`src/design/esf_pkg.sv`:
```
/*
 * Shared constants and types of the STM-1 electrical section framer:
 * timing figures, framing pattern, APB register map, status layout.
 * Assumes a 250 MHz core clock; the line side is sampled, not clocked.
 */
package esf_pkg;

    // Core clock and documented times
    localparam int CLK_MHZ = 250;
    localparam int LINE_KBPS = 155520;
    localparam int T_FRAME_US = 125;
    localparam int T_LOF_US = 3000;
    localparam int T_AIS_US = 250;
    localparam int T_LOS_NS = 1000;
    localparam int FRAME_BITS = LINE_KBPS * T_FRAME_US / 1000;
    localparam int LOF_CYCLES = T_LOF_US * CLK_MHZ;
    localparam int LOS_CYCLES = T_LOS_NS * CLK_MHZ / 1000;
    // Local client clock used while the line is gone: half period in cycles
    localparam int SUB_CLK_HALF = 4;

    // Framing: last A1 byte followed by first A2 byte
    localparam int PATTERN_BITS = 16;
    localparam logic [15:0] FRAME_PATTERN = 16'hf628;
    localparam logic [2:0] MISS_LIMIT = 3'h4;

    // APB map
    localparam int ADDR_W = 8;
    localparam logic [7:0] REG_CTRL = 8'h00;
    localparam logic [7:0] REG_STATUS = 8'h04;
    localparam logic [7:0] REG_OFS_COUNT = 8'h08;
    localparam int CTRL_MONITOR_BIT = 0;
    localparam logic CTRL_MONITOR_RESET = 1'b1;
    localparam int OFS_COUNT_W = 16;

    // Synchroniser lanes
    localparam int SYNC_W = 4;
    localparam int SY_RX_CLK = 0;
    localparam int SY_RX_LINE = 1;
    localparam int SY_TX_CLK = 2;
    localparam int SY_TX_DATA = 3;

    typedef enum logic {
        ST_OUT_OF_FRAME,
        ST_IN_FRAME
    } esf_align_state_t;

    typedef struct packed {
        logic out_of_frame_second;
        logic frame_loss_cause;
        logic signal_loss_cause;
        logic server_fail_action;
        logic frame_loss_defect;
        logic out_of_frame_state;
        logic signal_loss_defect;
    } esf_status_t;

    typedef struct packed {
        logic psel;
        logic penable;
        logic pwrite;
        logic [ADDR_W-1:0] paddr;
        logic [31:0] pwdata;
    } esf_apb_req_t;

    typedef struct packed {
        logic [31:0] prdata;
        logic pready;
        logic pslverr;
    } esf_apb_rsp_t;

endpackage

```
`src/design/esf_framer.sv`:
```
/*
 * STM-1 electrical section framer: CMI encoder toward the line, and on the
 * receive side loss-of-signal, CMI decoding, clock and frame recovery,
 * frame alignment, loss-of-frame integration, AIS and out-of-frame seconds.
 * Assumes line and client clocks far slower than the core clock (at least
 * four core cycles per half bit) and an APB master on the core clock.
 */
`timescale 1ns/1ps

// Notes on behaviour
// - Bitstream carries frame word every 125 us
// - Transmit path CMI-encodes client data per client clock
// - Loss of signal drives fail; cause gated by monitoring
// - Port mode selects whether defects are monitored; the code gates only the signal-loss cause, never frame loss
// - Recover bit clock and frame start for client
// - CMI-decode line before frame alignment
// - Clock recovery tracks any rate within tolerance
// - Search frame using A1/A2 subset pattern
// - Check framing in frame; OUT_OF_FRAME_STATE within 625 us
// - Four misses needed, tolerating 1e-3 errors
// - Regain frame within 250 us when clean
// - Two spaced matches required to avoid false lock
// - Frame start timing held during out-of-frame
// - Loss of frame after 3 ms integrated OUT_OF_FRAME_STATE
// - Integrator cleared only after 3 ms in frame
// - Loss of frame cleared after 3 ms in frame
// - Fail or loss of frame forces all-ones, server fail
// - Normal data resumes promptly when AIS clears
// - Each second with an OUT_OF_FRAME_STATE event is flagged
module esf_framer #(
    parameter int FRAME_BITS_P = esf_pkg::FRAME_BITS,
    parameter int LOF_CYCLES_P = esf_pkg::LOF_CYCLES,
    parameter int LOS_CYCLES_P = esf_pkg::LOS_CYCLES
) (
    // Clock and reset
    input wire logic i_ref_clk,
    input wire logic i_rstn,
    // APB slave
    input wire logic i_psel,
    input wire logic i_penable,
    input wire logic i_pwrite,
    input wire logic [esf_pkg::ADDR_W-1:0] i_paddr,
    input wire logic [31:0] i_pwdata,
    output logic [31:0] o_prdata,
    output logic o_pready,
    output logic o_pslverr,
    // Transmit client side and line
    input wire logic i_tx_client_clock,
    input wire logic i_tx_client_data,
    output logic o_line_tx,
    // Receive line
    input wire logic i_line_rx_clock,
    input wire logic i_line_rx,
    // Receive client side
    output logic o_client_data,
    output logic o_client_bit_clock,
    output logic o_client_frame_start,
    output logic o_client_server_fail,
    // Management
    input wire logic i_one_second_tick,
    output logic o_signal_loss_cause,
    output logic o_frame_loss_cause,
    output logic o_out_of_frame_second
);
    import esf_pkg::*;

    localparam int FW = $clog2(FRAME_BITS_P);
    localparam int LW = $clog2(LOF_CYCLES_P + 1);
    localparam int SW = $clog2(LOS_CYCLES_P + 1);
    localparam logic [FW-1:0] FRAME_LAST = FW'(FRAME_BITS_P - 1);
    localparam logic [LW-1:0] LOF_LIMIT = LW'(LOF_CYCLES_P);
    localparam logic [SW-1:0] LOS_LIMIT = SW'(LOS_CYCLES_P);
    localparam logic [2:0] SUB_LAST = 3'(SUB_CLK_HALF - 1);

    // Two-stage synchronisers, plus a third stage for edge finding
    logic [SYNC_W-1:0] sync1_q, sync2_q, sync3_q;
    wire [SYNC_W-1:0] async_in = {i_tx_client_data, i_tx_client_clock, i_line_rx, i_line_rx_clock};

    always_ff @(posedge i_ref_clk or negedge i_rstn) begin
        if (!i_rstn) begin
            sync1_q <= '0;
            sync2_q <= '0;
            sync3_q <= '0;
        end else begin
            sync1_q <= async_in;
            sync2_q <= sync1_q;
            sync3_q <= sync2_q;
        end
    end

    // Edges; the third stage holds the level just before each edge
    wire rx_rise = sync2_q[SY_RX_CLK] & ~sync3_q[SY_RX_CLK];
    wire rx_fall = ~sync2_q[SY_RX_CLK] & sync3_q[SY_RX_CLK];
    wire tx_rise = sync2_q[SY_TX_CLK] & ~sync3_q[SY_TX_CLK];
    wire tx_fall = ~sync2_q[SY_TX_CLK] & sync3_q[SY_TX_CLK];
    wire line_edge = sync2_q[SY_RX_LINE] ^ sync3_q[SY_RX_LINE];

    // CMI encoder: one -> alternating full-bit level, zero -> low then high
    logic tx_bit_q, tx_alt_q, line_tx_q;

    always_ff @(posedge i_ref_clk or negedge i_rstn) begin
        if (!i_rstn) begin
            tx_bit_q <= 1'b0;
            tx_alt_q <= 1'b0;
            line_tx_q <= 1'b0;
        end else if (tx_rise) begin
            tx_bit_q <= sync3_q[SY_TX_DATA];
            tx_alt_q <= tx_alt_q ^ sync3_q[SY_TX_DATA];
            line_tx_q <= sync3_q[SY_TX_DATA] & tx_alt_q;
        end else if (tx_fall) begin
            line_tx_q <= tx_bit_q ? line_tx_q : 1'b1;
        end
    end

    // Loss of signal: no line transition for the idle time
    logic [SW-1:0] idle_cnt_q;
    wire signal_loss_defect = (idle_cnt_q == LOS_LIMIT);
    wire incoming_trail_fail = signal_loss_defect;

    always_ff @(posedge i_ref_clk or negedge i_rstn) begin
        if (!i_rstn) begin
            idle_cnt_q <= '0;
        end else if (line_edge) begin
            idle_cnt_q <= '0;
        end else if (!signal_loss_defect) begin
            idle_cnt_q <= idle_cnt_q + 1'b1;
        end
    end

    // CMI decoder: halves equal is a one, differing halves a zero.
    // Purely edge driven, so any line rate in tolerance is followed.
    logic half1_q;
    wire bit_stb = rx_rise;
    wire rx_bit = (half1_q == sync3_q[SY_RX_LINE]);

    always_ff @(posedge i_ref_clk or negedge i_rstn) begin
        if (!i_rstn) begin
            half1_q <= 1'b0;
        end else if (rx_fall) begin
            half1_q <= sync3_q[SY_RX_LINE];
        end
    end

    // Frame aligner state
    esf_align_state_t state_q, state_d;
    logic [PATTERN_BITS-2:0] shift_q;
    logic [FW-1:0] fs_cnt_q, fs_cnt_d, hunt_cnt_q, hunt_cnt_d;
    logic armed_q, armed_d;
    logic [2:0] miss_q, miss_d;

    // Pattern compare includes the bit arriving now
    wire pattern_hit = ({shift_q, rx_bit} == FRAME_PATTERN);
    wire fs_last = (fs_cnt_q == FRAME_LAST);
    wire hunt_last = (hunt_cnt_q == FRAME_LAST);
    wire [FW-1:0] fs_next = fs_last ? '0 : fs_cnt_q + 1'b1;
    wire [FW-1:0] hunt_next = hunt_last ? '0 : hunt_cnt_q + 1'b1;

    // Alignment decisions, once per received bit
    always_comb begin
        state_d = state_q;
        fs_cnt_d = fs_cnt_q;
        hunt_cnt_d = hunt_cnt_q;
        armed_d = armed_q;
        miss_d = miss_q;
        if (bit_stb) begin
            fs_cnt_d = fs_next; // free-runs, old timing kept
            case (state_q)
                ST_OUT_OF_FRAME: begin
                    hunt_cnt_d = hunt_next;
                    if (pattern_hit && armed_q && hunt_last) begin
                        // Second hit one frame later: lock
                        state_d = ST_IN_FRAME;
                        fs_cnt_d = '0;
                        miss_d = '0;
                        armed_d = 1'b0;
                    end else if (pattern_hit) begin
                        armed_d = 1'b1;
                        hunt_cnt_d = '0;
                    end else if (hunt_last) begin
                        armed_d = 1'b0;
                    end
                end
                ST_IN_FRAME: begin
                    if (fs_last) begin
                        if (pattern_hit) begin
                            miss_d = '0;
                        end else if (miss_q == MISS_LIMIT - 3'h1) begin
                            state_d = ST_OUT_OF_FRAME;
                            armed_d = 1'b0;
                            hunt_cnt_d = '0;
                        end else begin
                            miss_d = miss_q + 3'h1;
                        end
                    end
                end
                default: begin
                    state_d = ST_OUT_OF_FRAME;
                end
            endcase
        end
    end

    always_ff @(posedge i_ref_clk or negedge i_rstn) begin
        if (!i_rstn) begin
            state_q <= ST_OUT_OF_FRAME;
            shift_q <= '0;
            fs_cnt_q <= '0;
            hunt_cnt_q <= '0;
            armed_q <= 1'b0;
            miss_q <= '0;
        end else begin
            state_q <= state_d;
            shift_q <= bit_stb ? {shift_q[PATTERN_BITS-3:0], rx_bit} : shift_q;
            fs_cnt_q <= fs_cnt_d;
            hunt_cnt_q <= hunt_cnt_d;
            armed_q <= armed_d;
            miss_q <= miss_d;
        end
    end

    wire out_of_frame_state = (state_q == ST_OUT_OF_FRAME);
    wire oof_event = (state_q == ST_IN_FRAME) && (state_d == ST_OUT_OF_FRAME);

    // Loss-of-frame integrator: OUT_OF_FRAME_STATE time accumulates across short returns
    // to frame, and is dropped only after a full unbroken in-frame spell.
    logic [LW-1:0] oof_acc_q, if_run_q;
    logic frame_loss_defect_q;

    always_ff @(posedge i_ref_clk or negedge i_rstn) begin
        if (!i_rstn) begin
            oof_acc_q <= '0;
            if_run_q <= '0;
            frame_loss_defect_q <= 1'b0;
        end else if (out_of_frame_state) begin
            if_run_q <= '0;
            if (oof_acc_q == LOF_LIMIT) begin
                frame_loss_defect_q <= 1'b1;
            end else begin
                oof_acc_q <= oof_acc_q + 1'b1;
            end
        end else if (if_run_q == LOF_LIMIT) begin
            oof_acc_q <= '0;
            frame_loss_defect_q <= 1'b0;
        end else begin
            if_run_q <= if_run_q + 1'b1;
        end
    end

    // Consequent actions and causes
    logic ctrl_monitor_q;
    wire ais_insert_action = frame_loss_defect_q | incoming_trail_fail;
    wire server_fail_action = ais_insert_action;
    wire monitored_state = ctrl_monitor_q;
    wire signal_loss_cause = monitored_state & signal_loss_defect;
    wire frame_loss_cause = frame_loss_defect_q & ~incoming_trail_fail;

    // Local divider keeps the client clock running while the line is gone
    logic [2:0] sub_cnt_q;
    logic sub_clk_q;

    always_ff @(posedge i_ref_clk or negedge i_rstn) begin
        if (!i_rstn) begin
            sub_cnt_q <= '0;
            sub_clk_q <= 1'b0;
        end else if (sub_cnt_q == SUB_LAST) begin
            sub_cnt_q <= '0;
            sub_clk_q <= ~sub_clk_q;
        end else begin
            sub_cnt_q <= sub_cnt_q + 3'h1;
        end
    end

    // Client outputs; AIS takes effect on the next cycle, far inside 250 us
    logic client_data_q, client_clock_q, client_fs_q, client_ssf_q;
    wire client_data_d = ais_insert_action ? 1'b1 : (bit_stb ? rx_bit : client_data_q);
    wire client_clock_d = incoming_trail_fail ? sub_clk_q : sync2_q[SY_RX_CLK];

    always_ff @(posedge i_ref_clk or negedge i_rstn) begin
        if (!i_rstn) begin
            client_data_q <= 1'b1;
            client_clock_q <= 1'b0;
            client_fs_q <= 1'b0;
            client_ssf_q <= 1'b1;
        end else begin
            client_data_q <= client_data_d;
            client_clock_q <= client_clock_d;
            client_fs_q <= bit_stb && (fs_cnt_d == '0) && !incoming_trail_fail;
            client_ssf_q <= server_fail_action;
        end
    end

    // Out-of-frame seconds: an event in the tick cycle counts for this one
    logic oof_seen_q, ofs_q;
    logic [OFS_COUNT_W-1:0] ofs_count_q;
    logic ofs_count_clr;
    wire second_flagged = oof_seen_q | oof_event;

    always_ff @(posedge i_ref_clk or negedge i_rstn) begin
        if (!i_rstn) begin
            oof_seen_q <= 1'b0;
            ofs_q <= 1'b0;
            ofs_count_q <= '0;
        end else begin
            if (i_one_second_tick) begin
                oof_seen_q <= 1'b0;
                ofs_q <= second_flagged;
            end else if (oof_event) begin
                oof_seen_q <= 1'b1;
            end
            // A clear in the same cycle as a count leaves the count at one
            if (i_one_second_tick && second_flagged) begin
                ofs_count_q <= ofs_count_clr ? OFS_COUNT_W'(1) : ofs_count_q + 1'b1;
            end else if (ofs_count_clr) begin
                ofs_count_q <= '0;
            end
        end
    end

    // Management level outputs
    logic los_cause_q, lof_cause_q;

    always_ff @(posedge i_ref_clk or negedge i_rstn) begin
        if (!i_rstn) begin
            los_cause_q <= 1'b0;
            lof_cause_q <= 1'b0;
        end else begin
            los_cause_q <= signal_loss_cause;
            lof_cause_q <= frame_loss_cause;
        end
    end

    // APB decode; no wait state, answer registered in the setup cycle
    esf_status_t status;
    logic [31:0] prdata_q;
    logic pready_q, pslverr_q;
    wire apb_setup = i_psel & ~i_penable;
    wire apb_done = i_psel & i_penable & pready_q;
    wire hit_ctrl = (i_paddr == REG_CTRL);
    wire hit_status = (i_paddr == REG_STATUS);
    wire hit_ofs = (i_paddr == REG_OFS_COUNT);
    wire hit_any = hit_ctrl | hit_status | hit_ofs;
    wire wr_ctrl = apb_done & i_pwrite & hit_ctrl;
    assign ofs_count_clr = apb_done & i_pwrite & hit_ofs;

    assign status.out_of_frame_second = ofs_q;
    assign status.frame_loss_cause = frame_loss_cause;
    assign status.signal_loss_cause = signal_loss_cause;
    assign status.server_fail_action = server_fail_action;
    assign status.frame_loss_defect = frame_loss_defect_q;
    assign status.out_of_frame_state = out_of_frame_state;
    assign status.signal_loss_defect = signal_loss_defect;

    // Read mux
    wire [31:0] rdata_mux = hit_ctrl ? {31'h0, ctrl_monitor_q} :
                            hit_status ? {25'h0, status} :
                            hit_ofs ? {16'h0, ofs_count_q} : 32'h0;

    always_ff @(posedge i_ref_clk or negedge i_rstn) begin
        if (!i_rstn) begin
            prdata_q <= '0;
            pready_q <= 1'b0;
            pslverr_q <= 1'b0;
            ctrl_monitor_q <= CTRL_MONITOR_RESET;
        end else begin
            pready_q <= apb_setup;
            pslverr_q <= apb_setup & ~hit_any;
            if (apb_setup) begin
                prdata_q <= i_pwrite ? 32'h0 : rdata_mux;
            end
            if (wr_ctrl) begin
                ctrl_monitor_q <= i_pwdata[CTRL_MONITOR_BIT];
            end
        end
    end

    assign o_prdata = prdata_q;
    assign o_pready = pready_q;
    assign o_pslverr = pslverr_q;
    assign o_line_tx = line_tx_q;
    assign o_client_data = client_data_q;
    assign o_client_bit_clock = client_clock_q;
    assign o_client_frame_start = client_fs_q;
    assign o_client_server_fail = client_ssf_q;
    assign o_signal_loss_cause = los_cause_q;
    assign o_frame_loss_cause = lof_cause_q;
    assign o_out_of_frame_second = ofs_q;

endmodule

```
`config.mk`:
```
export PLATFORM = sky130hd
export DESIGN_NAME = esf_framer
export DESIGN_NICKNAME = d
export VERILOG_FILES = /design/src/design/esf_pkg.sv /design/src/design/esf_framer.sv
export SDC_FILE = /design/constraint.sdc
export NUM_CORES = 1
export LEC_CHECK = 0
export BUFFER_PORTS_ARGS = -buffer_cell sky130_fd_sc_hd__buf_4
export CAP_MARGIN = 20
export CELL_PAD_IN_SITES_DETAIL_PLACEMENT = 0
export CELL_PAD_IN_SITES_GLOBAL_PLACEMENT = 1
export CORE_MARGIN = 1.5
export CORE_UTILIZATION = 49
export DETAILED_ROUTE_END_ITERATION = 8
export MAX_ROUTING_LAYER = met4
export PLACE_DENSITY = 0.84
export REMOVE_ABC_BUFFERS = 1
export SETUP_SLACK_MARGIN = 0.05
export SYNTH_ARGS = -nofsm -noshare
export SYNTH_HDL_FRONTEND = slang
export SYNTH_SLANG_ARGS = --single-unit
```
`constraint.sdc`:
```
create_clock -name i_ref_clk -period 3.33 [get_ports i_ref_clk]
set_input_delay 0.333 -clock i_ref_clk [delete_from_list [all_inputs] [get_ports i_ref_clk]]
set_output_delay 0.333 -clock i_ref_clk [all_outputs]
set_load 0.1 [all_outputs]
```
==> results.md, run 1 <==
Yosys:
- The share of synthesized cell area in and, or, nand and nor gates is 0.238.
- The predominant post-synthesis flop cell is dfrtp_1.
- The number of different library cells used by synthesis comes to 68.
- The mapped netlist covers 7880 um2.
- Of the total synthesized cell area, the portion taken by XOR and XNOR cells is 0.0488.
- The async set-or-reset flop fraction in the synthesized netlist is 1.00.
- The average instance in the mapped netlist occupies 9.71 um2.
- After synthesis the netlist holds a flip-flop and latch count of 162.
- The cell taking the most area after synthesis is dfrtp_1.
- The number of standard cells after synthesis is 811.
- The synthesized design contains 0 enable-type register cells.
- For this run, the register share of the synthesized area comes to 0.515.
- The mux cell area share after synthesis is 0.0254.
- The area share of fa/ha/maj cells after synthesis is 0.0222.
- The share of synthesized area in the top cell type comes to 0.505.
- The main combinational cell family by area after synthesis is simple AND/OR/NAND/NOR gates.
- By area the synthesized netlist is led by dfrtp_1 (51%), nand2_1 (5.6%), o21ai_0 (4.1%).
- The number of warning messages in the yosys log is 0.
- The fraction of the mapped netlist area in compound gates is 0.107.

CTS:
- Buffers inserted during clock tree synthesis total 17.
- The clock-pin slew of the registers on the worst-case setup and hold paths is 70 ps.
- The CTS tree is done.
- The count of buffers added by post-CTS timing repair for setup is 0.
- The clock reaches the later pin of the worst-skew pair after 430 ps.
- The number of hold buffers added after CTS was 3.
- The largest buffer count on any clock path is 2.
- The sink count of the clock tree is 162.
- The tree is rooted in a clkbuf_16.
- The number of levels the H-tree was split into is 4.
- Gates resized during post-CTS repair numbered 0.

Status:
- The run finished with clean final reports.

Final layout:
- In the layout the commonest cells are dfrtp_1 (159), nand2_1 (118), nor2_1 (76).
- The relative area change from synthesis to final layout is 14.0%.
- The repair_antennas step left the layout with diodes totalling 0.
- The commonest non-fill, non-tap cell in the layout is dfrtp_1.
- The area of all placed cells without fillers is 8980 um2.
- In the final design database the tool counted 922 nets.
- Of the cells placed in the final design, the portion with a size suffix greater than 1 is 0.135.

Power:
- Cell internal power was estimated by the tool at 3.23 mW.
- The share of total power in sequential cells is 0.487.
- The power spent charging and discharging nets is 1.30 mW.
- The power per standard cell area is 504 nW/um2.
- The static leakage power is 4.06 nW.
- The portion of total power attributed to combinational logic is 0.105.
- The part of the power in the clock network is 0.408.
- VDD sags by at most 0.353 mV.
- Of the total power, the share spent switching nets is 0.286.

Placement:
- The congestion estimate from routability-driven global placement came to 0.883.
- The placed wire-length estimate is 11.1 mm.
- In this run the cell area measured after placement is 8370 um2.
- The count of buffers added on input and output ports is 44.

Timing:
- Setup repair after global routing left no endpoint under its margin.
- The shortest clock period the worst path allows after layout is 2730 ps.
- The final number of hold-violating endpoints is 0.
- Setup total negative slack on the finished layout was measured at 0 ps.
- Setup violations remaining at the end of the flow were counted as 0.
- On the final layout, the worst clock skew is 10.7 ps.
- Headroom to the max-slew limit came out at 0.511.
- The worst-margin pin slew is 733 ps.
- The maximum clock rate is 366 MHz.
- The share of the cycle needed by the critical path after routing is 0.821.
- The number of pins with negative max-slew slack in the final report is 0.

Critical path:
- The number of cells on the worst reg-to-reg path is 8.
- The setup check on the worst reg-to-reg path leaves a slack of 600 ps.
- Along the worst path, the maximum fanout reaches 16.
- The arrival time at the worst endpoint is 3050 ps.
- The critical setup path kind is reg -> reg.
- The worst setup path is captured at a register.
- The critical register-to-register path startpoint is fs_cnt_q[0].
- The endpoint identified for the worst register-to-register timing path is ofs_count_q[1].
- STA classifies the critical path startpoint as a register.
- The required time of the critical path is 3650 ps.

Worst hold path:
- The worst hold path begins at i_one_second_tick.
- The worst hold path was traced through 2 stages.
- The path class of the lowest-slack min-delay path is in -> reg.
- The endpoint of the worst hold-timing path is oof_seen_q.

Floorplanning:
- The die height is 130 um.
- The total area inside the core boundary comes to 15,800 um2.
- The initial cell density of the core is 0.499.
- The floorplan step defined a die boundary enclosing 16,800 um2.
- The placement row count is 46.
- In this run the count of I/O pins placed on the die edge is 92.
- In this run the horizontal extent of the chip is 130 um.

Global route:
- The initial antenna violation count is 0.
- The largest net degree at the start of global routing is 83.
- The global-route wire length before repair is 27.5 mm.
- Global routing finished with a remaining overflow of 0.
- The number of global-route vias before repair came to 5,758.
- The global router's overall resource usage is 0.210.

Detailed routing:
- Dividing the detail-routed wire length by the instance count gives 15.0 um.
- The total routed wirelength is 16.3 mm.
- The number of vias per cell after detailed routing is 5.53.
- For this run, design rule violations remaining after detail routing come to 0.
- Once detail routing completed, the nets flagged for antenna violations numbered 0.
- The number of iterations in the first detailed-routing pass is 6.
- The first routing iteration left 404 violations.
- The routed via count is 6,006.

Run:
- The tool flagged a number of max-cap violations equal to 0.
==> worst max path at each step <==
| stage | from | depth (start not counted) | slack (ps) | to |
|---|---|---|---|---|
| finish | fs_cnt_q[0] | 8 | 600 | ofs_count_q[1] |
| global placement | fs_cnt_q[0] | 8 | 610 | ofs_count_q[15] |
| global route | fs_cnt_q[0] | 8 | 350 | hunt_cnt_q[5] |
| floorplan | fs_cnt_q[0] | 8 | 730 | hunt_cnt_q[8] |
| detailed placement | fs_cnt_q[0] | 8 | 610 | hunt_cnt_q[8] |
| CTS | fs_cnt_q[0] | 8 | 610 | ofs_count_q[1] |
==> routing by layer <==
| layer | vias up | GRT usage | routed length [um] |
|---|---|---|---|
| met5 | - | - | 0 |
| met2 | 103 | 0.328 | 7930 |
| li1 | 2920 | - | - |
| met3 | 13 | 0.0422 | 516 |
| met1 | 2970 | 0.279 | 7670 |
| met4 | 0 | 0.0654 | 189 |
==> power by group through the flow <==
stage	clock (mW)	sequential, mW	combinational, mW
final	1.85	2.20	0.477
after global routing	1.97	2.22	0.533
after CTS	1.89	2.20	0.481
after detailed placement	0	2.24	0.477
after global placement	0	2.23	0.459
after floorplan	0	2.26	0.291
==> stage by stage <==
| step | total power, mW | setup slack, ps | utilization | instances | hold WS, ps |
|---|---|---|---|---|---|
| floorplan | 2.55 | 731 | - | 778 | 37.4 |
| global placement | 2.69 | 610 | 0.531 | 1050 | 333 |
| detailed placement | 2.71 | 608 | 0.531 | 1050 | 335 |
| CTS | 4.57 | 609 | 0.568 | 1085 | 0.220 |
| global route | 4.72 | 353 | 0.570 | 1087 | 53.5 |
| finish | 4.53 | 596 | 0.570 | 1087 | 57.4 |
==> cells in the mapped netlist (8+ instances only) <==
cell,count
a21oi_1,21
xor2_1,27
o21ai_0,64
nand4_1,25
a22o_1,11
ha_1,14
buf_2,8
nor2_1,76
xnor2_1,15
and4_1,9
mux2_2,8
inv_1,18
buf_4,17
nand3_1,37
and3_1,21
nand2_1,118
clkbuf_1,18
nor3_1,16
nor4_1,12
mux2i_1,11
dfrtp_1,159
==> registers in the layout (all words and copies together), names as in the netlist, 8 cells and up <==
signal,cells
oof_acc_q,20
ofs_count_q,16
shift_q,15
fs_cnt_q,15
if_run_q,20
idle_cnt_q,8
o_prdata,16
hunt_cnt_q,15
==> critical path, cell delays in order, from the launching register on <==
cell and delay [ps]:
dfrtp_1 460, ha_1 240, and3_1 270, and4_1 400, o211ai_2 200, a21oi_2 580, buf_4 240, mux2i_1 180
nor2_1 50
==> cells by family (layout without fill, tap and decap cells) <==
group	Yosys count	count (layout)
buffers and inverters	67	112
adders and majority gates	14	14
other	1	16
AOI/OAI and AO/OA	136	136
xor gates and xnor gates	43	43
muxes	19	19
and+or+nand+nor	369	369
DFF	162	162
==> layout make-up <==
cell class                      instances  area (um2)
Sequential cell                       162        4060
Tap cell                              216         270
Fill cell                            1385        6790
Clock inverter                         14         121
Clock buffer                           18         439
Timing Repair Buffer                   61         487
Inverter                               19        71.3
Multi-Input combinational cell        597        3530
Note: power is estimated with default switching activity, not from simulation.
==> run 2, diff against run 1 <==
--- a/config.mk
+++ b/config.mk
@@ -10,10 +10,10 @@
 export CELL_PAD_IN_SITES_DETAIL_PLACEMENT = 0
 export CELL_PAD_IN_SITES_GLOBAL_PLACEMENT = 1
 export CORE_MARGIN = 1.5
-export CORE_UTILIZATION = 49
+export CORE_UTILIZATION = 41
 export DETAILED_ROUTE_END_ITERATION = 8
 export MAX_ROUTING_LAYER = met4
-export PLACE_DENSITY = 0.84
+export PLACE_DENSITY = 0.75
 export REMOVE_ABC_BUFFERS = 1
 export SETUP_SLACK_MARGIN = 0.05
 export SYNTH_ARGS = -nofsm -noshare
==> constraint.sdc (replaced) <==
create_clock -name i_ref_clk -period 2.4 [get_ports i_ref_clk]
set_input_delay 0.24 -clock i_ref_clk [delete_from_list [all_inputs] [get_ports i_ref_clk]]
set_output_delay 0.24 -clock i_ref_clk [all_outputs]
set_load 0.1 [all_outputs]
==> results.md, run 2 (synthesized netlist as in run 1, its figures left out) <==
Status:
- Status: completed (unchanged).

CTS:
- The clock-pin slew of the registers on the worst-case setup and hold paths is 70 ps (about the same).
- The CTS root buffer is clkbuf_16 (unchanged).
- The clock insertion delay at the later pin of the skew report is 430 ps (about the same).
- The sink count of the clock tree is 162 (unchanged).
- The CTS tree is done (unchanged).
- The largest buffer count on any clock path is 2 (unchanged).
- The clock buffer count from CTS is 17 (unchanged).
- The number of levels the H-tree was split into was 4 (unchanged).

Final layout:
- The area of all placed cells without fillers came to 9380 um2 (was 8980 um2).
- Largest registers in the final layout: if_run_q (20), oof_acc_q (20) (unchanged).
- The relative area change from synthesis to final layout is 19.1% (was 14.0%).
- The number of nets in the layout is 958 (was 922).
- The final standard cell utilization of the core was 0.500 (was 0.570).
- The post-layout instance count excluding filler cells is 1,140 (was 1,087).
- Most used cells in the layout excluding fill and tap cells: dfrtp_1 (159), nand2_1 (117), buf_4 (86) (was dfrtp_1 (159), nand2_1 (118), nor2_1 (76)).
- The number of antenna cells inserted is 0 (unchanged).
- The fraction of layout cells with a size suffix above 1 is 0.179 (was 0.135).
- The commonest non-fill, non-tap cell in the layout is dfrtp_1 (unchanged).

Placement:
- The total instance count after detailed placement is 1,101 (was 1,050).
- The cell area reported after detailed placement is 8680 um2 (was 8370 um2).
- The final weighted congestion of routability-driven global placement is 0.817 (was 0.883).
- The placed wire-length estimate is 11.3 mm (was 11.1 mm).
- The count of buffers from port buffering is 44 (unchanged).
- The pre-CTS setup slack was 64.8 ps (was 608 ps).

Timing:
- The final worst clock skew is 11.1 ps (was 10.7 ps).
- The share of the cycle needed by the critical path after routing is 0.932 (was 0.821).
- The worst-margin pin slew came to 674 ps (was 733 ps).
- The number of setup violations in the final report was 0 (unchanged).
- The maximum clock rate is 447 MHz (was 366 MHz).
- The headroom to the max-slew limit came to 0.549 (was 0.511).
- The shortest clock period the worst path allows after layout is 2240 ps (was 2730 ps).
- The setup slack after layout is 164 ps (was 596 ps).
- The number of pins with negative max-slew slack in the final report is 0 (unchanged).
- RSZ-0062 raised after global routing: true (was false).
- The final number of hold-violating endpoints is 0 (unchanged).

Detailed routing:
- The number of iterations in the first detailed-routing pass was 4 (was 6).
- The first-iteration detailed-routing DRC count is 373 (was 404).
- The total routed wirelength is 16.6 mm (was 16.3 mm).
- The count of nets left with antenna violations after detail routing is 0 (unchanged).
- The routed via count is 5,982 (was 6,006).
- The number of vias per cell after detailed routing was 5.25 (was 5.53).
- The detailed-route wire length per cell is 14.5 um (was 15.0 um).
- The post-route DRC violation count is 0 (unchanged).

Global route:
- The largest net degree at the start of global routing is 48 (was 83).
- The final global-route overflow total was 0 (unchanged).
- The global router's overall resource usage is 0.182 (was 0.210).
- The number of global-route vias before repair is 5,789 (was 5,758).
- The global-route wire length before repair was 28.4 mm (was 27.5 mm).
- The initial antenna violation count is 0 (unchanged).

Critical path:
- The required time of the critical path is 2740 ps (was 3650 ps).
- The maximum fanout count along the critical path is 5 (was 16).
- The type of origin of the critical path was a register (unchanged).
- The arrival time at the worst endpoint is 2570 ps (was 3050 ps).
- The critical setup path kind is reg -> reg (unchanged).
- The type of element capturing the critical path is a register (unchanged).

Power:
- The power per standard cell area was 687 nW/um2 (was 504 nW/um2).
- The static leakage power is 4.26 nW (was 4.06 nW).
- The peak supply drop is 0.477 mV (was 0.353 mV).

Worst hold path:
- The path class of the lowest-slack min-delay path is in -> reg (unchanged).

Floorplanning:
- The die width came to 142 um (was 130 um).
- The initial cell density of the core is 0.420 (was 0.499).
- The die height is 142 um (was 130 um).
- The standard cell core area is 18,800 um2 (was 15,800 um2).
- The placement row count came to 50 (was 46).
- The area enclosed by the die boundary is 20,100 um2 (was 16,800 um2).
- The number of I/O pins is 92 (unchanged).

Run:
- The number of maximum-capacitance violations is 0 (unchanged).
-- run 2: cell count changes in the layout (fill, tap and decap cells not counted), sizes merged --
cell | previous run | this run
buf | 56 | 91
bufinv | 0 | 1
clkbuf | 18 | 17
clkinv | 4 | 3
clkinvlp | 4 | 3
dlygate4sd3 | 5 | 6
inv | 25 | 26
-- run 2: power by group --
group	switching (mW)	internal [mW]	leakage [nW]
clock network	1.21	1.46	0.273
logic	0.495	0.247	1.84
registers	0.140	2.90	2.15
-- run 2: repair_timing --
| action | 4_1_cts | 5_1_grt |
|---|---|---|
| buffers inserted | 0 | 2 |
| gates resized for setup | 1 | 14 |
| pin swaps | 0 | 3 |
| hold buffers | 6 | 0 |
| cloned | 0 | 0 |
| endpoints found under the hold margin | 49 | 0 |
| setup endpoints to repair | 1 | 39 |
-- run 2: stage by stage --
step | power (mW) | hold slack [ps] | setup TNS (ps)
global route | 6.73 | 56.3 | -6.61
CTS | 6.51 | 52.2 | 0
detailed placement | 3.81 | 220 | 0
floorplan | 3.54 | -55.6 | -4270
finish | 6.45 | 67.0 | 0
global placement | 3.80 | 218 | 0
-- run 2: worst paths after layout --
kind	slack (ps)	to	from	cells past startpoint
max	160	o_client_frame_start	fs_cnt_q[1]	9
min	70	ctrl_monitor_q	i_pwdata[0]	2
max reg2reg	160	o_client_frame_start	fs_cnt_q[1]	9
min reg2reg	350	sync2_q[3]	sync1_q[3]	0
max in group asynchronous	1340	hunt_cnt_q[10]	i_rstn	3
min in group asynchronous	310	hunt_cnt_q[1]	i_rstn	2
-- run 2: worst max-delay path: stages (launching register included) --
cell and delay (ps):
dfrtp_1 380, ha_2 220, nand3_1 200, buf_4 210, nor4_1 330, o32a_1 200, nand4_1 110, o32ai_1 150
nand4_1 190, nor4_2 160
-- run 2: cell type report --
class	instances	area [um2]
multi-input combinational	597	3590
tap	234	293
fill	1759	9390
clock buffer	17	425
inverter	19	71.3
clock inverter	14	148
sequential	162	4060
timing repair buffer	97	797
-- run 2: per-layer routing --
| layer | GRT usage | share of wire | vias up |
|---|---|---|---|
| li1 | - | - | 2984 |
| met1 | 0.245 | 0.49 | 2899 |
| met2 | 0.280 | 0.47 | 86 |
| met3 | 0.0371 | 0.033 | 13 |
| met4 | 0.0510 | 0.0091 | 0 |
| met5 | - | 0 | - |
==> run 3, diff against run 2 <==
--- a/config.mk
+++ b/config.mk
@@ -14,6 +14,7 @@
 export DETAILED_ROUTE_END_ITERATION = 8
 export MAX_ROUTING_LAYER = met4
 export PLACE_DENSITY = 0.75
+export RECOVER_POWER = 100
 export REMOVE_ABC_BUFFERS = 1
 export SETUP_SLACK_MARGIN = 0.05
 export SYNTH_ARGS = -nofsm -noshare
==> results.md, run 3 (synthesized netlist as in run 1, its figures left out) <==
Floorplanning:
- The standard cell core area is 18,800 um2 (unchanged).
- The area enclosed by the die boundary is 20,100 um2 (unchanged).
- The number of I/O pins is 92 (unchanged).
- The die height is 142 um (unchanged).
- The die width is 142 um (unchanged).
- The initial cell density of the core is 0.420 (unchanged).
- The placement row count was 50 (unchanged).

Critical path:
- The maximum fanout count along the critical path is 5 (unchanged).
- The type of origin of the critical path is a register (unchanged).
- The required time of the critical path is 2740 ps (about the same).
- The critical setup path kind is reg -> reg (unchanged).
- The type of element capturing the critical path was a register (unchanged).
- The arrival time at the worst endpoint came to 2570 ps (about the same).

Placement:
- The final weighted congestion of routability-driven global placement is 0.817 (unchanged).
- The placed wire-length estimate is 11.3 mm (unchanged).
- The pre-CTS setup slack is 64.8 ps (unchanged).
- The count of buffers from port buffering is 44 (unchanged).

CTS:
- The CTS root buffer is clkbuf_16 (unchanged).
- The clock insertion delay at the later pin of the skew report is 430 ps (about the same).
- The CTS tree was done (unchanged).
- The number of levels the H-tree was split into came to 4 (unchanged).
- The sink count of the clock tree came to 162 (unchanged).
- The largest buffer count on any clock path is 2 (unchanged).
- The clock-pin slew of the registers on the worst-case setup and hold paths is 70 ps (about the same).
- The clock buffer count from CTS is 17 (unchanged).

Detailed routing:
- The detailed-route wire length per cell came to 14.5 um (about the same).
- The total routed wirelength is 16.6 mm (about the same).
- The first-iteration detailed-routing DRC count was 370 (was 373).
- The routed via count is 6,028 (was 5,982).
- The count of nets left with antenna violations after detail routing is 0 (unchanged).
- The post-route DRC violation count is 0 (unchanged).
- The number of vias per cell after detailed routing came to 5.29 (was 5.25).
- The number of iterations in the first detailed-routing pass is 4 (unchanged).

Final layout:
- Most used cells in the layout excluding fill and tap cells: dfrtp_1 (159), nand2_1 (117), nor2_1 (75) (was dfrtp_1 (159), nand2_1 (117), buf_4 (86)).
- The number of nets in the layout is 958 (unchanged).
- Largest registers in the final layout: if_run_q (20), oof_acc_q (20) (unchanged).
- The fraction of layout cells with a size suffix above 1 came to 0.142 (was 0.179).
- The final-layout fill cell count came to 1,798 (was 1,759).
- The relative area change from synthesis to final layout is 17.2% (was 19.1%).
- The number of antenna cells inserted is 0 (unchanged).
- The commonest non-fill, non-tap cell in the layout was dfrtp_1 (unchanged).

Global route:
- The global-route track usage on met2 is 0.280 (unchanged).
- The global-route met3 utilization came to 0.0371 (unchanged).
- The global-route wire length before repair is 28.4 mm (unchanged).
- The final global-route overflow total is 0 (unchanged).
- The initial antenna violation count came to 0 (unchanged).
- The largest net degree at the start of global routing is 48 (unchanged).
- The number of global-route vias before repair is 5,789 (unchanged).
- The global router's overall resource usage is 0.182 (unchanged).
- The most used routing layer in global routing is met2 (unchanged).
- The global-route track usage on met1 came to 0.245 (unchanged).

Run:
- The number of maximum-capacitance violations was 0 (unchanged).

Timing:
- The shortest clock period the worst path allows after layout was 2230 ps (was 2240 ps).
- The headroom to the max-slew limit is 0.193 (was 0.549).
- The setup slack after layout is 169 ps (was 164 ps).
- RSZ-0062 raised after global routing: true (unchanged).
- The final number of hold-violating endpoints is 0 (unchanged).
- The number of setup violations in the final report is 0 (unchanged).
- The final worst clock skew is 12.7 ps (was 11.1 ps).
- The worst-margin pin slew is 1210 ps (was 674 ps).
- The maximum clock rate is 448 MHz (was 447 MHz).
- The number of pins with negative max-slew slack in the final report is 0 (unchanged).
- The share of the cycle needed by the critical path after routing is 0.929 (was 0.932).
- The worst hold-check slack came to 67.9 ps (was 67.0 ps).

Worst hold path:
- The path class of the lowest-slack min-delay path is in -> reg (unchanged).

Power:
- The peak supply drop is 0.478 mV (was 0.477 mV).
- The power per standard cell area is 696 nW/um2 (was 687 nW/um2).
- The static leakage power is 4.12 nW (was 4.26 nW).

Status:
- Status: completed (unchanged).
==> run 3: repair_timing <==
action                                 in CTS  in global routing
setup endpoints to repair                   1                 39
buffers inserted                            0                  2
pin swaps                                   0                  3
endpoints found under the hold margin      49                  0
gates resized for setup                     1                 14
hold buffers                                6                  0
==> run 3: final cells by class <==
cell class | count | area (um2) | area share
clock inverters | 14 | 148 | 0.0160
well taps | 234 | 293 | 0.0317
inverters | 19 | 71.3 | 0.00773
multi-input cells | 597 | 3590 | 0.389
clock buffers | 17 | 425 | 0.0461
flip-flops and latches | 162 | 4060 | 0.440
repair buffers | 97 | 643 | 0.0697
==> run 3: metal layers <==
metal	part of all wire	wire length, um
met1	0.49	8180
met2	0.47	7780
met3	0.028	472
met4	0.0085	141
met5	0	0
==> run 3: per-stage QoR <==
step           instance area (um2)   util  total power [mW]  instances  setup TNS (ps)
2_1_floorplan                 7660      -              3.54        778           -4270
3_3_place_gp                  8680  0.462              3.80       1101               0
3_5_place_dp                  8680  0.462              3.81       1101               0
4_1_cts                       9320  0.496              6.51       1138               0
5_1_grt                       9230  0.492              6.72       1140           -6.61
6_report                      9230  0.492              6.43       1140               0
==> run 3: worst paths after layout <==
check / cells after the start / slack, ps / endpoint / from
setup / recovery: 9 / 170 / o_client_frame_start / fs_cnt_q[1]
hold / removal: 2 / 70 / ctrl_monitor_q / i_pwdata[0]
setup reg to reg: 9 / 170 / o_client_frame_start / fs_cnt_q[1]
hold reg to reg: 0 / 350 / sync2_q[3] / sync1_q[3]
max in group asynchronous: 3 / 440 / o_prdata[10] / i_rstn
min in group asynchronous: 2 / 590 / hunt_cnt_q[1] / i_rstn
==> run 3: worst max-delay path, stage by stage (launching register included) <==
cell and delay (ps):
dfrtp_1 380, ha_2 220, nand3_1 200, buf_4 210, nor4_1 330, o32a_1 200
nand4_1 100, o32ai_1 150, nand4_1 190, nor4_2 160
==> run 3: power by group <==
part | leakage [nW] | switching [mW] | internal (mW)
Clock | 0.273 | 1.21 | 1.46
Sequential | 2.15 | 0.139 | 2.90
Combinational | 1.70 | 0.494 | 0.230
Total | 4.12 | 1.84 | 4.59
